File: config.mk
export PLATFORM = sky130hd
export DESIGN_NAME = pfc_phy_function_control
export DESIGN_NICKNAME = d
export VERILOG_FILES = /design/src/common/pfc_pkg.sv /design/src/common/pfc_pause_if.sv /design/src/pfc_pause_resolve.sv /design/src/pfc_phy_function_control.sv
export SDC_FILE = /design/constraint.sdc
export NUM_CORES = 1
export LEC_CHECK = 0
export BUFFER_PORTS_ARGS = -buffer_cell sky130_fd_sc_hd__buf_4
export CAP_MARGIN = 25
export CORE_MARGIN = 10
export CORE_UTILIZATION = 33
export DETAILED_ROUTE_END_ITERATION = 10
export PLACE_DENSITY = 0.86
export SYNTH_ARGS = -nofsm -noshare
export SYNTH_HDL_FRONTEND = slang
export SYNTH_SLANG_ARGS = --single-unit
File: constraint.sdc
create_clock -name clk_i -period 1.4 [get_ports clk_i]
set_clock_uncertainty 0.05 [all_clocks]
set_input_delay 0.14 -clock clk_i [delete_from_list [all_inputs] [get_ports clk_i]]
set_output_delay 0.14 -clock clk_i [all_outputs]
set_load 0.01 [all_outputs]
File: src/common/pfc_pkg.sv
/*
 * Constants for the PHY function control register block: register index,
 * field positions, reset values and the local pause ability field layout.
 * Assumes a 32-bit classic Wishbone slave and a 16-bit register image.
 */
package pfc_pkg;

    // Register index; the byte address is four times this
    localparam logic [5:0]  PFC_REG_INDEX    = 6'h19;
    localparam int          PFC_ADR_W        = 8;
    localparam int          PFC_REG_W        = 16;

    // Field positions inside the register image
    localparam int          PFC_BIT_AUTO_X   = 15;
    localparam int          PFC_BIT_FORCE_X  = 14;
    localparam int          PFC_BIT_PAUSE_RX = 13;
    localparam int          PFC_BIT_PAUSE_TX = 12;
    localparam int          PFC_BIT_INJECT   = 11;
    localparam int          PFC_BIT_PRBS     = 10;
    localparam int          PFC_BIT_PASS     = 9;
    localparam int          PFC_BIT_RUN      = 8;
    localparam int          PFC_BIT_BYPASS   = 7;

    // Pause field of an ability advertisement: [1] asymmetric, [0] symmetric
    localparam int          PFC_ADV_PAUSE_LO = 10;
    localparam int          PFC_ADV_PAUSE_HI = 11;
    localparam int          PFC_PAUSE_SYM    = 0;
    localparam int          PFC_PAUSE_ASM    = 1;

    // Values after reset of the software-owned bits
    localparam logic        PFC_RST_FORCE_X  = 1'b0;
    localparam logic        PFC_RST_INJECT   = 1'b0;
    localparam logic        PFC_RST_PRBS     = 1'b0;
    localparam logic        PFC_RST_RUN      = 1'b0;
    localparam logic        PFC_RST_BYPASS   = 1'b0;
    localparam logic [31:0] PFC_RDATA_ZERO   = 32'h00000000;

    // Count of LED outputs passing through the stretch bypass
    localparam int          PFC_LED_N        = 3;

endpackage

File: src/common/pfc_pause_if.sv
/*
 * Interface carrying advertisement pause fields and the resolved pause
 * indications between the register block and the pause resolver.
 * Assumes both ends run in the same clock domain.
 */
`timescale 1ns/1ps
`default_nettype none

interface pfc_pause_if;
    logic [1:0] local_pause;
    logic [1:0] partner_pause;
    logic       full_duplex;
    logic       pause_rx;
    logic       pause_tx;

    // Register block drives the abilities and reads the result
    modport ctrl (output local_pause, output partner_pause, output full_duplex,
                  input pause_rx, input pause_tx);
    modport resolver (input local_pause, input partner_pause, input full_duplex,
                      output pause_rx, output pause_tx);
endinterface

`default_nettype wire

File: src/pfc_pause_resolve.sv
/*
 * Combinational pause resolution from local and partner pause abilities.
 * Assumes the caller registers the outputs before they reach software.
 */
`timescale 1ns/1ps
`default_nettype none

module pfc_pause_resolve
(
    // Abilities in, resolved pause out
    pfc_pause_if.resolver pause_if
);
    import pfc_pkg::*;

    logic sym_l;
    logic asm_l;
    logic sym_p;
    logic asm_p;

    // Field aliases for readability
    assign sym_l = pause_if.local_pause[PFC_PAUSE_SYM];
    assign asm_l = pause_if.local_pause[PFC_PAUSE_ASM];
    assign sym_p = pause_if.partner_pause[PFC_PAUSE_SYM];
    assign asm_p = pause_if.partner_pause[PFC_PAUSE_ASM];

    // Standard resolution table, gated off unless full duplex was negotiated
    always_comb
    begin
        pause_if.pause_tx = 1'b0;
        pause_if.pause_rx = 1'b0;
        if (pause_if.full_duplex)
        begin
            if (sym_l && sym_p)
            begin
                pause_if.pause_tx = 1'b1;
                pause_if.pause_rx = 1'b1;
            end
            else if (!sym_l && asm_l && sym_p && asm_p)
            begin
                pause_if.pause_tx = 1'b1;
            end
            else if (sym_l && asm_l && !sym_p && asm_p)
            begin
                pause_if.pause_rx = 1'b1;
            end
        end
    end
endmodule

`default_nettype wire

File: src/pfc_phy_function_control.sv
/*
 * Bits 15 to 7 of the PHY function control register behind a classic Wishbone
 * slave: crossover control, resolved pause status, packet self-test control
 * and LED stretch bypass. Bits 6 to 0 read as zero here.
 * Assumes one 125 MHz clock, synchronous active-high reset, and a self-test
 * engine and LED stretcher outside that consume the control outputs.
 */
// Our own choice: the Wishbone register port.
`timescale 1ns/1ps
`default_nettype none

module pfc_phy_function_control
(
    // Clock and reset
    input  wire logic                          clk_i,
    input  wire logic                          rst_i,
    // Classic Wishbone slave
    input  wire logic                          cyc_i,
    input  wire logic                          stb_i,
    input  wire logic                          we_i,
    input  wire logic [pfc_pkg::PFC_ADR_W-1:0] adr_i,
    input  wire logic [3:0]                    sel_i,
    input  wire logic [31:0]                   dat_i,
    output logic      [31:0]                   dat_o,
    output logic                               ack_o,
    // Strap and negotiation results
    input  wire logic                          auto_crossover_strap_i,
    input  wire logic [15:0]                   local_ability_advert_i,
    input  wire logic [15:0]                   partner_ability_advert_i,
    input  wire logic                          hcd_full_duplex_i,
    // Self-test engine
    input  wire logic                          selftest_error_i,
    output logic                               selftest_run_o,
    output logic                               prbs_length_select_o,
    output logic                               selftest_error_inject_o,
    // Media pair control
    output logic                               auto_crossover_enable_o,
    output logic                               force_crossover_o,
    // LEDs
    input  wire logic [pfc_pkg::PFC_LED_N-1:0] led_raw_i,
    input  wire logic [pfc_pkg::PFC_LED_N-1:0] led_stretched_i,
    output logic      [pfc_pkg::PFC_LED_N-1:0] led_o
);
    import pfc_pkg::*;

    pfc_pause_if pause_if ();

    logic                 ack_q, ack_d;
    logic [31:0]          dat_q, dat_d;
    logic                 auto_x_q, auto_x_d;
    logic                 force_x_q, force_x_d;
    logic                 inject_q, inject_d;
    logic                 inject_pulse_q, inject_pulse_d;
    logic                 prbs_q, prbs_d;
    logic                 run_q, run_d;
    logic                 fail_q, fail_d;
    logic                 bypass_q, bypass_d;
    logic                 pause_rx_q, pause_rx_d;
    logic                 pause_tx_q, pause_tx_d;
    logic [PFC_LED_N-1:0] led_q, led_d;
    logic                 hit;
    logic                 wr_hi;
    logic                 wr_lo;
    logic [15:0]          image;

    // Pause resolver fed from the advertisement pause fields
    assign pause_if.local_pause   = local_ability_advert_i[PFC_ADV_PAUSE_HI:PFC_ADV_PAUSE_LO];
    assign pause_if.partner_pause = partner_ability_advert_i[PFC_ADV_PAUSE_HI:PFC_ADV_PAUSE_LO];
    assign pause_if.full_duplex   = hcd_full_duplex_i;

    pfc_pause_resolve u_resolve
    (
        .pause_if (pause_if)
    );

    // Decode; a write lands at the edge where the master sees ack
    assign hit   = (adr_i[PFC_ADR_W-1:2] == PFC_REG_INDEX);
    assign wr_hi = cyc_i && stb_i && we_i && ack_q && hit && sel_i[1];
    assign wr_lo = cyc_i && stb_i && we_i && ack_q && hit && sel_i[0];

    // Read image; status bits come from live state, not from writes
    always_comb
    begin
        image                   = 16'h0000;
        image[PFC_BIT_AUTO_X]   = auto_x_q;
        image[PFC_BIT_FORCE_X]  = force_x_q;
        image[PFC_BIT_PAUSE_RX] = pause_rx_q;
        image[PFC_BIT_PAUSE_TX] = pause_tx_q;
        image[PFC_BIT_INJECT]   = inject_q;
        image[PFC_BIT_PRBS]     = prbs_q;
        image[PFC_BIT_PASS]     = run_q && !fail_q;
        image[PFC_BIT_RUN]      = run_q;
        image[PFC_BIT_BYPASS]   = bypass_q;
    end

    // Bus answer: ack one cycle after the request, dropped the cycle after
    always_comb
    begin
        ack_d = cyc_i && stb_i && !ack_q;
        dat_d = dat_q;
        if (ack_d)
        begin
            dat_d = hit ? {16'h0000, image} : PFC_RDATA_ZERO;
        end
    end

    // Control bits: software writes, self-clearing inject, latched failure
    always_comb
    begin
        auto_x_d       = auto_x_q;
        force_x_d      = force_x_q;
        inject_d       = inject_q;
        prbs_d         = prbs_q;
        run_d          = run_q;
        bypass_d       = bypass_q;
        inject_pulse_d = 1'b0;
        // Inject fires once and then reads back zero
        if (inject_q)
        begin
            inject_pulse_d = 1'b1;
            inject_d       = 1'b0;
        end
        if (wr_hi)
        begin
            auto_x_d  = dat_i[PFC_BIT_AUTO_X];
            force_x_d = dat_i[PFC_BIT_FORCE_X];
            prbs_d    = dat_i[PFC_BIT_PRBS];
            run_d     = dat_i[PFC_BIT_RUN];
            if (dat_i[PFC_BIT_INJECT] && !inject_q)
            begin
                inject_d = 1'b1;
            end
        end
        if (wr_lo)
        begin
            bypass_d = dat_i[PFC_BIT_BYPASS];
        end
        // An error in the same cycle as a stop still counts, then clears
        fail_d = run_q && (fail_q || selftest_error_i);
        pause_rx_d = pause_if.pause_rx;
        pause_tx_d = pause_if.pause_tx;
        led_d      = bypass_q ? led_raw_i : led_stretched_i;
    end

    // Registers; the strap is captured while reset is held
    always_ff @(posedge clk_i)
    begin
        if (rst_i)
        begin
            ack_q          <= 1'b0;
            dat_q          <= PFC_RDATA_ZERO;
            auto_x_q       <= auto_crossover_strap_i;
            force_x_q      <= PFC_RST_FORCE_X;
            inject_q       <= PFC_RST_INJECT;
            inject_pulse_q <= 1'b0;
            prbs_q         <= PFC_RST_PRBS;
            run_q          <= PFC_RST_RUN;
            fail_q         <= 1'b0;
            bypass_q       <= PFC_RST_BYPASS;
            pause_rx_q     <= 1'b0;
            pause_tx_q     <= 1'b0;
            led_q          <= '0;
        end
        else
        begin
            ack_q          <= ack_d;
            dat_q          <= dat_d;
            auto_x_q       <= auto_x_d;
            force_x_q      <= force_x_d;
            inject_q       <= inject_d;
            inject_pulse_q <= inject_pulse_d;
            prbs_q         <= prbs_d;
            run_q          <= run_d;
            fail_q         <= fail_d;
            bypass_q       <= bypass_d;
            pause_rx_q     <= pause_rx_d;
            pause_tx_q     <= pause_tx_d;
            led_q          <= led_d;
        end
    end

    // Outputs, all from flip-flops, the handshake included
    assign ack_o                   = ack_q;
    assign dat_o                   = dat_q;
    assign auto_crossover_enable_o = auto_x_q;
    assign force_crossover_o       = force_x_q;
    assign prbs_length_select_o    = prbs_q;
    assign selftest_run_o          = run_q;
    assign selftest_error_inject_o = inject_pulse_q;
    assign led_o                   = led_q;
endmodule

`default_nettype wire

# Word-level counts from Yosys, hierarchy flattened
# Index checks and enable logic that the tools add are counted.
# classes
mux	11
reduce_logical	26
eq_ne	1
bitwise	2
# ops
cell	n
1-bit logical AND	17
16-bit 2-to-1 mux	1
1-bit 2-to-1 mux	9
6-bit by 5-bit equality test with 1-bit output (second input constant)	1
1-bit zero test	5
2-bit OR reduction	2
3-bit 2-to-1 mux	1
1-bit inverter	2
2-bit nonzero test	1
1-bit logical OR	1
# word_totals
input_bits	90
elab_cells	53
reg_bits	46

# Logic depth before layout (Yosys ltp)
# Gate-level depths: netlist (run 1).
# logic_depth
word_depth	7
ltp_mapped	4

# Hierarchy
# From an unflattened synthesis (run 1), not the netlist that was laid out.
# unflattened
hier_cells	124
hier_area_um2	1129.8
# modules_own_cells
module	cells_each	n_inst	area_per_inst_um2
pfc_phy_function_control	118	1	1104.8
pfc_pause_resolve	6	1	25.0

# Least setup slack after synthesis (run 1)
# Ideal clock, no wire load.
# synth_path
path_kind	flip-flop to flip-flop
start	register ack_q, in the netlist ack_o
end	register auto_x_q, in the netlist auto_crossover_enable_o, enable pin
path_stages_with_launch	5
n_path_buf	1
slack_ps	26
period_less_slack_ps	1374
t_arrival_ps	1033
path_cell_list	dfxtp_1 -> and4_4 -> and4_1 -> buf_6 -> or2_1
# synth_via
elab_chain_len	4
# synth_rtl
item	line	text
start, declared	pfc_phy_function_control.sv:48	logic ack_q, ack_d;
start signal, assigned	pfc_phy_function_control.sv:166	ack_q <= ack_d;
1-bit logical AND (3 in a row)	pfc_phy_function_control.sv:78	assign wr_hi = cyc_i && stb_i && we_i && ack_q && hit && sel_i[1];
2-bit nonzero test (no source line)	n/a	
end signal, assigned	pfc_phy_function_control.sv:152	auto_x_q <= auto_crossover_strap_i;
end signal, assigned	pfc_phy_function_control.sv:168	auto_x_q <= auto_x_d;
end, declared	pfc_phy_function_control.sv:50	logic auto_x_q, auto_x_d;
# Every way passes these cells.
# A chain may end at the register's enable or synchronous reset.

# Worst setup path after layout (run 1)
# layout_path
start	register ack_q, in the netlist ack_o
end	register dat_q[15], in the netlist dat_o[15]
# layout_via
elab_chain_len	2
# layout_rtl
item	line	text
1-bit zero test	pfc_phy_function_control.sv:99	ack_d = cyc_i && stb_i && !ack_q;
1-bit logical AND	pfc_phy_function_control.sv:99	
end signal, assigned	pfc_phy_function_control.sv:167	dat_q <= dat_d;
end, declared	pfc_phy_function_control.sv:49	logic [31:0] dat_q, dat_d;
# Every way passes these cells.

==> flow_summary.json, run 1 <==
{
  "instances_no_fill": 217,
  "post-route-util": 0.450,
  "criticalPathCategory": "reg -> reg",
  "place_hpwl_um": 2400,
  "ys_ff_latch": 23,
  "num_antenna_cells": 0,
  "drive_gt1_frac": 0.368,
  "grtUsageTotal": 0.0849,
  "power_density_mw_per_mm2": 775,
  "avgRoutedWirePerCell_um": 13.1,
  "finalSetupViolCount": 0,
  "first_pass_iters": 4,
  "drtAntennaViolNets": 0,
  "cts-buffers-inserted": 3,
  "yosysUniqueCellTypes": 24,
  "leakage_nw": 0.666,
  "worstPathMaxFanout": 8,
  "gp_congestion": 0.764,
  "period_needed_ns": 1.25,
  "crit_path_end_kind": "register",
  "rsz0062_at_grt": "false",
  "cts.sinks": 23,
  "vias": 930,
  "hold_viol_final": 0,
  "layout_common_cells": "buf_4, conb_1, dfxtp_1",
  "coreArea_mm2": 0.00331,
  "drv_cap": 0,
  "routed_via_density": 4.29,
  "power_mw": 1.16,
  "yosysTopAreaCellShare": 0.391,
  "yosysSeqAreaShare": 0.418,
  "die_height_um": 78.4,
  "nets": 262,
  "rows": 21,
  "first_iter_violations": 50,
  "fillerInstances": 360,
  "place_inst": 212,
  "synth_top_cell_by_area": "dfxtp_1",
  "postCtsSetupRepairBufs": 0,
  "yosys_warnings": 0,
  "cts_max_path_buffers": 2,
  "max_clock_freq_ghz": 0.799,
  "die_x_um": 78.4,
  "grt_pass1_wl_um": 4370,
  "drv_slew": 0,
  "post-route-period-util": 0.894,
  "grt_pass1_vias": 1016,
  "io_buffers": 49,
  "area_growth_pct": 32.3,
  "status": "finished, final reports clean",
  "grt_start_max_net_pins": 21,
  "async_flop_share": 0,
  "critPathRequiredTime_ns": 1.59,
  "ios": 131,
  "insertion_delay_ns": 0.30,
  "largest_reg_flops": 9,
  "drc": 0,
  "h-tree-depth": 1,
  "setup.worst_path.start_class": "register",
  "grt_overflow": 0,
  "antenna_found_initial": 0,
  "synth.top_cells.by_area": "dfxtp_1, buf_4, mux2i_1, nand4_1, a21oi_1",
  "fp.dieArea_mm2": 0.00615,
  "synth_edf_count": 1,
  "yosys_most_used_dff": "dfxtp_1",
  "ctsRootBufferMaster": "clkbuf_4",
  "syn_inst": 120,
  "layout_commonest_cell": "buf_4",
  "hp-class": "in -> reg",
  "fin_setup_tns_ns": 0,
  "synthesis.area_mm2": 0.00113,
  "ir_drop_uv": 435,
  "cp.arrival_ns": 1.44,
  "start_util": 0.340,
  "postSynthAreaPerCell_um2": 9.38,
  "clk_transition_reported_paths_ns": 0.12,
  "cts_tree": "done",
  "drt-total-wl_um": 2840
}
==> synthesized netlist by cell type, types with 2 or more instances <==
cell,count
nand2_1,10
nor4bb_1,3
a21oi_1,11
buf_4,23
nor2_1,6
nand4_1,10
nand2b_1,8
buf_6,2
buf_2,4
nor2b_1,2
dfxtp_1,22
mux2i_1,7
==> layout make-up <==
type / count / area, um^2 / area share
multi-input combinational: 89 / 519 / 0.348
sequential: 23 / 470 / 0.316
timing repair buffer: 55 / 415 / 0.279
tap: 46 / 57.6 / 0.0386
clock buffer: 3 / 22.5 / 0.0151
clock inverter: 1 / 5.00 / 0.00336
==> stage by stage <==
step           setup WS (ns)  hold slack, ns  area [um^2]
3_5_place_dp           0.178           0.311         1450
3_3_place_gp           0.159           0.302         1450
6_report               0.148          0.0102         1490
4_1_cts                0.144         0.00916         1490
2_1_floorplan         0.0257           0.206         1210
5_1_grt               0.0688         0.00325         1490
==> path summary, 6_finish.rpt <==
| path | cells past startpoint | startpoint | end | slack, ns |
|---|---|---|---|---|
| max | 4 | ack_o | dat_o[15] | 0.15 |
| min | 3 | led_stretched_i[1] | led_o[1] | 0.01 |
| max reg2reg | 4 | ack_o | dat_o[15] | 0.15 |
| min reg2reg | 2 | dat_o[11] | dat_o[11] | 0.41 |
==> cells by family (layout without fill, tap and decap cells) <==
family,count (synthesis),count (layout),share of synthesized area
flip-flops,23,23,0.418
AND/OR/NAND/NOR,47,47,0.263
buffers and inverters,30,59,0.194
other,1,23,0.00333
multiplexers,8,8,0.0722
AO/OA/AOI/OAI,11,11,0.0489
==> layer usage <==
metal  wire [um]  up-vias  track usage
li1            -      466            -
met1        1030      429       0.0761
met2        1590       33        0.173
met3         197        2       0.0308
met4          23        0       0.0215
met5           0        -            0
==> critical path: stages (launching register included) <==
cell and delay [ns]:
dfxtp_1 0.34, buf_4 0.14, and3b_1 0.37, nand4_1 0.13, a21oi_1 0.15
==> timing repair <==
action                                 CTS  global route
resized for setup                        0             0
setup endpoints to repair                0             0
endpoints found under the hold margin    1             0
hold buffers                             1             0
==> report_power, final <==
group          internal [mW]  total (mW)  switching, mW
logic                 0.0926       0.181         0.0888
registers              0.670       0.674        0.00391
clock network          0.106       0.300          0.193
total                  0.869        1.16          0.286
Power figures use the tool's default switching activity.
==> inputs of run 2 (changes only) <==
Settings changed: CORE_UTILIZATION 33 to 35, CTS_BUF_LIST set to sky130_fd_sc_hd__clkbuf_16, PLACE_DENSITY 0.86 to 0.9.
Clock period 1.4 ns to 1.6 ns, I/O delays scaled along.
==> flow_summary.json, run 2 (synthesis gave the netlist of run 1 again) <==
{
  "start_util": 0.366,
  "grt_overflow": 0,
  "use_met3": 0.0350,
  "insertion_delay_ns": 0.25,
  "cp.arrival_ns": 1.43,
  "globalRouteMet1Util": 0.104,
  "grt_pass1_wl_um": 4580,
  "ir_drop_uv": 331,
  "hp-class": "in -> reg",
  "antenna_found_initial": 0,
  "avgRoutedWirePerCell_um": 13.6,
  "drt-total-wl_um": 2890,
  "status": "finished, final reports clean",
  "first_pass_iters": 4,
  "cts_max_path_buffers": 2,
  "cts.repair.resized": 0,
  "die_height_um": 76.7,
  "grt_start_max_net_pins": 28,
  "h-tree-depth": 1,
  "rsz0062_at_grt": "false",
  "cts.sinks": 23,
  "largest_reg_flops": 9,
  "clk_transition_reported_paths_ns": 0.06,
  "drive_gt1_frac": 0.357,
  "layout_common_cells": "buf_4, conb_1, dfxtp_1",
  "ios": 131,
  "postCtsSetupRepairBufs": 0,
  "io_buffers": 49,
  "first_iter_violations": 41,
  "fp.dieArea_mm2": 0.00589,
  "rows": 20,
  "leakage_nw": 0.676,
  "worstPathMaxFanout": 5,
  "finalSetupViolCount": 0,
  "cts_hold_buf": 0,
  "place_hpwl_um": 2370,
  "grtUsageTotal": 0.0922,
  "grtUsageMet2": 0.151,
  "max_clock_freq_ghz": 0.770,
  "post-route-util": 0.492,
  "power_density_mw_per_mm2": 832,
  "coreArea_mm2": 0.00308,
  "gp_congestion": 0.804,
  "cts_tree": "done",
  "drv_cap": 0,
  "routed_via_density": 4.39,
  "die_x_um": 76.7,
  "nets": 259,
  "cts-buffers-inserted": 3,
  "critPathRequiredTime_ns": 1.73,
  "hold_viol_final": 0,
  "vias": 931,
  "layout_commonest_cell": "buf_4",
  "ctsRootBufferMaster": "clkbuf_16",
  "drv_slew": 0,
  "criticalPathCategory": "reg -> reg",
  "drc": 0,
  "num_antenna_cells": 0,
  "grt_pass1_vias": 959,
  "fin_setup_tns_ns": 0,
  "period_needed_ns": 1.30,
  "post-route-period-util": 0.812,
  "drtAntennaViolNets": 0,
  "slowest_delay_ns": 0.37,
  "crit_chain": "and4_4 > and4_1 > buf_4 > mux2i_1",
  "slowest_stage": "dfxtp_1",
  "setup.worst_path.start_class": "register",
  "busiest_layer": "met2",
  "area_growth_pct": 34.4,
  "crit_path_end_kind": "register"
}
==> run 2: cell types whose count changed in the layout (fill, tap and decap cells not counted), sizes merged <==
cell / before / now
buf: 54 / 52
dlygate4sd3: 1 / 0
clkinv: 1 / 0
inv: 0 / 1
==> run 2: per-layer routing <==
layer / up-vias / part of all wire
li1: 462 / -
met1: 423 / 0.38
met2: 44 / 0.52
met3: 2 / 0.084
met4: 0 / 0.012
met5: - / 0
==> run 2: per-stage QoR <==
step	setup WS, ns	hold slack (ns)	cells	cell area [um^2]	total power, mW
after floorplan	0.226	0.226	142	1210	0.717
after global placement	0.333	0.315	208	1440	0.751
after detailed placement	0.305	0.322	208	1440	0.754
after CTS	0.275	0.0634	212	1510	1.27
after global routing	0.189	0.0976	212	1510	1.32
final	0.302	0.0616	212	1510	1.26
==> run 2: final timing paths <==
kind                     from                   end  slack (ns)  cells past startpoint
max reg2reg             ack_o  prbs_length_select_o        0.30                      4
max                     ack_o  prbs_length_select_o        0.30                      4
min reg2reg         dat_o[11]             dat_o[11]        0.40                      2
min          selftest_error_i                fail_q        0.06                      3
==> run 2: area by class of cell <==
cell class	instances	area, um^2
clock buffers	3	75.1
clock inverters	1	3.75
fillers	302	1560
multi-input cells	89	519
flip-flops and latches	23	470
well taps	44	55.1
repair buffers	52	390
==> run 2: where the power goes <==
part / internal, mW / switching, mW
combinational: 0.0767 / 0.0764
sequential: 0.586 / 0.00373
clock: 0.333 / 0.184
==> run 2: worst max-delay path, delay by kind of cell (launching register included) <==
kind,cells,cell delay [ns]
buffers and inverters,1,0.15
DFF,1,0.37
muxes,1,0.19
and+or+nand+nor,2,0.47
==> inputs of run 3 (changes only) <==
Settings changed: CORE_UTILIZATION 35 to 33, PLACE_DENSITY 0.9 to 0.86.
Clock period 1.6 ns to 1.2 ns, I/O delays scaled along.
==> flow_summary.json, run 3 (synthesis gave the netlist of run 1 again) <==
{
  "cts_tree": "done",
  "hold_viol_final": 0,
  "die_x_um": 78.4,
  "whs_ns": 0.0257,
  "ctsRootBufferMaster": "clkbuf_16",
  "place_hpwl_um": 2520,
  "post-place-ws_ns": -0.0359,
  "rows": 21,
  "post-route-util": 0.469,
  "routed_via_density": 4.28,
  "first_pass_iters": 4,
  "setup.worst_path.start_class": "register",
  "drc": 0,
  "cp.arrival_ns": 1.13,
  "drv_slew": 0,
  "r2r_setup_slack_ns": -0.01,
  "start_util": 0.340,
  "drv_cap": 0,
  "antenna_found_initial": 0,
  "crit_end": "auto_crossover_enable_o",
  "num_antenna_cells": 0,
  "power_mw": 1.71,
  "period_needed_ns": 1.21,
  "fin_setup_tns_ns": -0.0124,
  "grt_overflow": 0,
  "crit_path_end_kind": "register",
  "cts_max_path_buffers": 2,
  "finalSetupViolCount": 1,
  "grt_pass1_wl_um": 4770,
  "die_height_um": 78.4,
  "worstPathMaxFanout": 5,
  "nets": 263,
  "io_buffers": 49,
  "ir_drop_uv": 612,
  "coreArea_mm2": 0.00331,
  "clk_transition_reported_paths_ns": 0.06,
  "power_density_mw_per_mm2": 1100,
  "critPathRequiredTime_ns": 1.12,
  "leakage_nw": 0.698,
  "grt_pass1_vias": 1026,
  "layout_commonest_cell": "buf_4",
  "startpoint": "ack_o",
  "violations": "negative setup slack",
  "max_clock_freq_ghz": 0.825,
  "rsz0062_at_grt": "true",
  "grtUsageTotal": 0.0948,
  "insertion_delay_ns": 0.25,
  "first_iter_violations": 44,
  "criticalPathCategory": "reg -> reg",
  "gp_congestion": 0.742,
  "drt-total-wl_um": 3120,
  "largest_reg_flops": 9,
  "worstReg2RegStart": "ack_o",
  "area_growth_pct": 37.8,
  "layout_setup_ws_ns": -0.0124,
  "cts-buffers-inserted": 3,
  "hp-class": "in -> reg",
  "cts.sinks": 23,
  "vias": 933,
  "drtAntennaViolNets": 0,
  "status": "finished with violations",
  "post-route-period-util": 1.01,
  "fp.dieArea_mm2": 0.00615,
  "reg2reg_to": "auto_crossover_enable_o",
  "grt_start_max_net_pins": 17,
  "ios": 131,
  "rr_worst_depth": 3,
  "drive_gt1_frac": 0.390,
  "layout_common_cells": "buf_4, conb_1, dfxtp_1",
  "avgRoutedWirePerCell_um": 14.3,
  "h-tree-depth": 1
}
==> run 3: worst min-delay path by stage <==
stage | from | to | cells after the start
final | selftest_error_i | fail_q | 3
after detailed placement | selftest_error_i | fail_q | 3
after CTS | selftest_error_i | fail_q | 3
after global placement | selftest_error_i | fail_q | 3
after global routing | selftest_error_i | fail_q | 3
after floorplan | selftest_error_i | fail_q | 2
==> run 3: critical path: stages (launching register included) <==
cell     delay (ns)
dfxtp_2        0.35
and4_4         0.20
and4_4         0.20
or2_1          0.12
==> run 3: timing repair <==
item / 4_1_cts / 5_1_grt
hold buffers: 0 / 0
gates resized for setup: 0 / 2
setup endpoints to repair: 4 / 14
pin swaps: 1 / 1
buffers inserted: 1 / 1
==> run 3: layer usage <==
metal | global-route usage | wire [um] | vias up | part of all wire
met3 | 0.0364 | 215 | 4 | 0.069
li1 | - | - | 468 | -
met1 | 0.0954 | 1200 | 420 | 0.39
met4 | 0.0430 | 49 | 0 | 0.016
met5 | 0 | 0 | - | 0
met2 | 0.169 | 1650 | 41 | 0.53
==> run 3: area by class of cell <==
class                      instances  area [um^2]
clock buffer                       3         75.1
tap                               46         57.6
fill                             339         1760
clock inverter                     1         3.75
timing repair buffer              56          420
multi-input combinational         89          523
sequential                        23          472
==> run 3: power by group <==
| part | switching [mW] | internal (mW) |
|---|---|---|
| sequential | 0.00516 | 0.782 |
| combinational | 0.106 | 0.108 |
| clock | 0.260 | 0.444 |
==> run 3: metrics by stage <==
stage | instances | instance area [um^2]
final | 218 | 1550
after global routing | 218 | 1550
after CTS | 217 | 1540
after detailed placement | 212 | 1450
after global placement | 212 | 1450
after floorplan | 142 | 1210
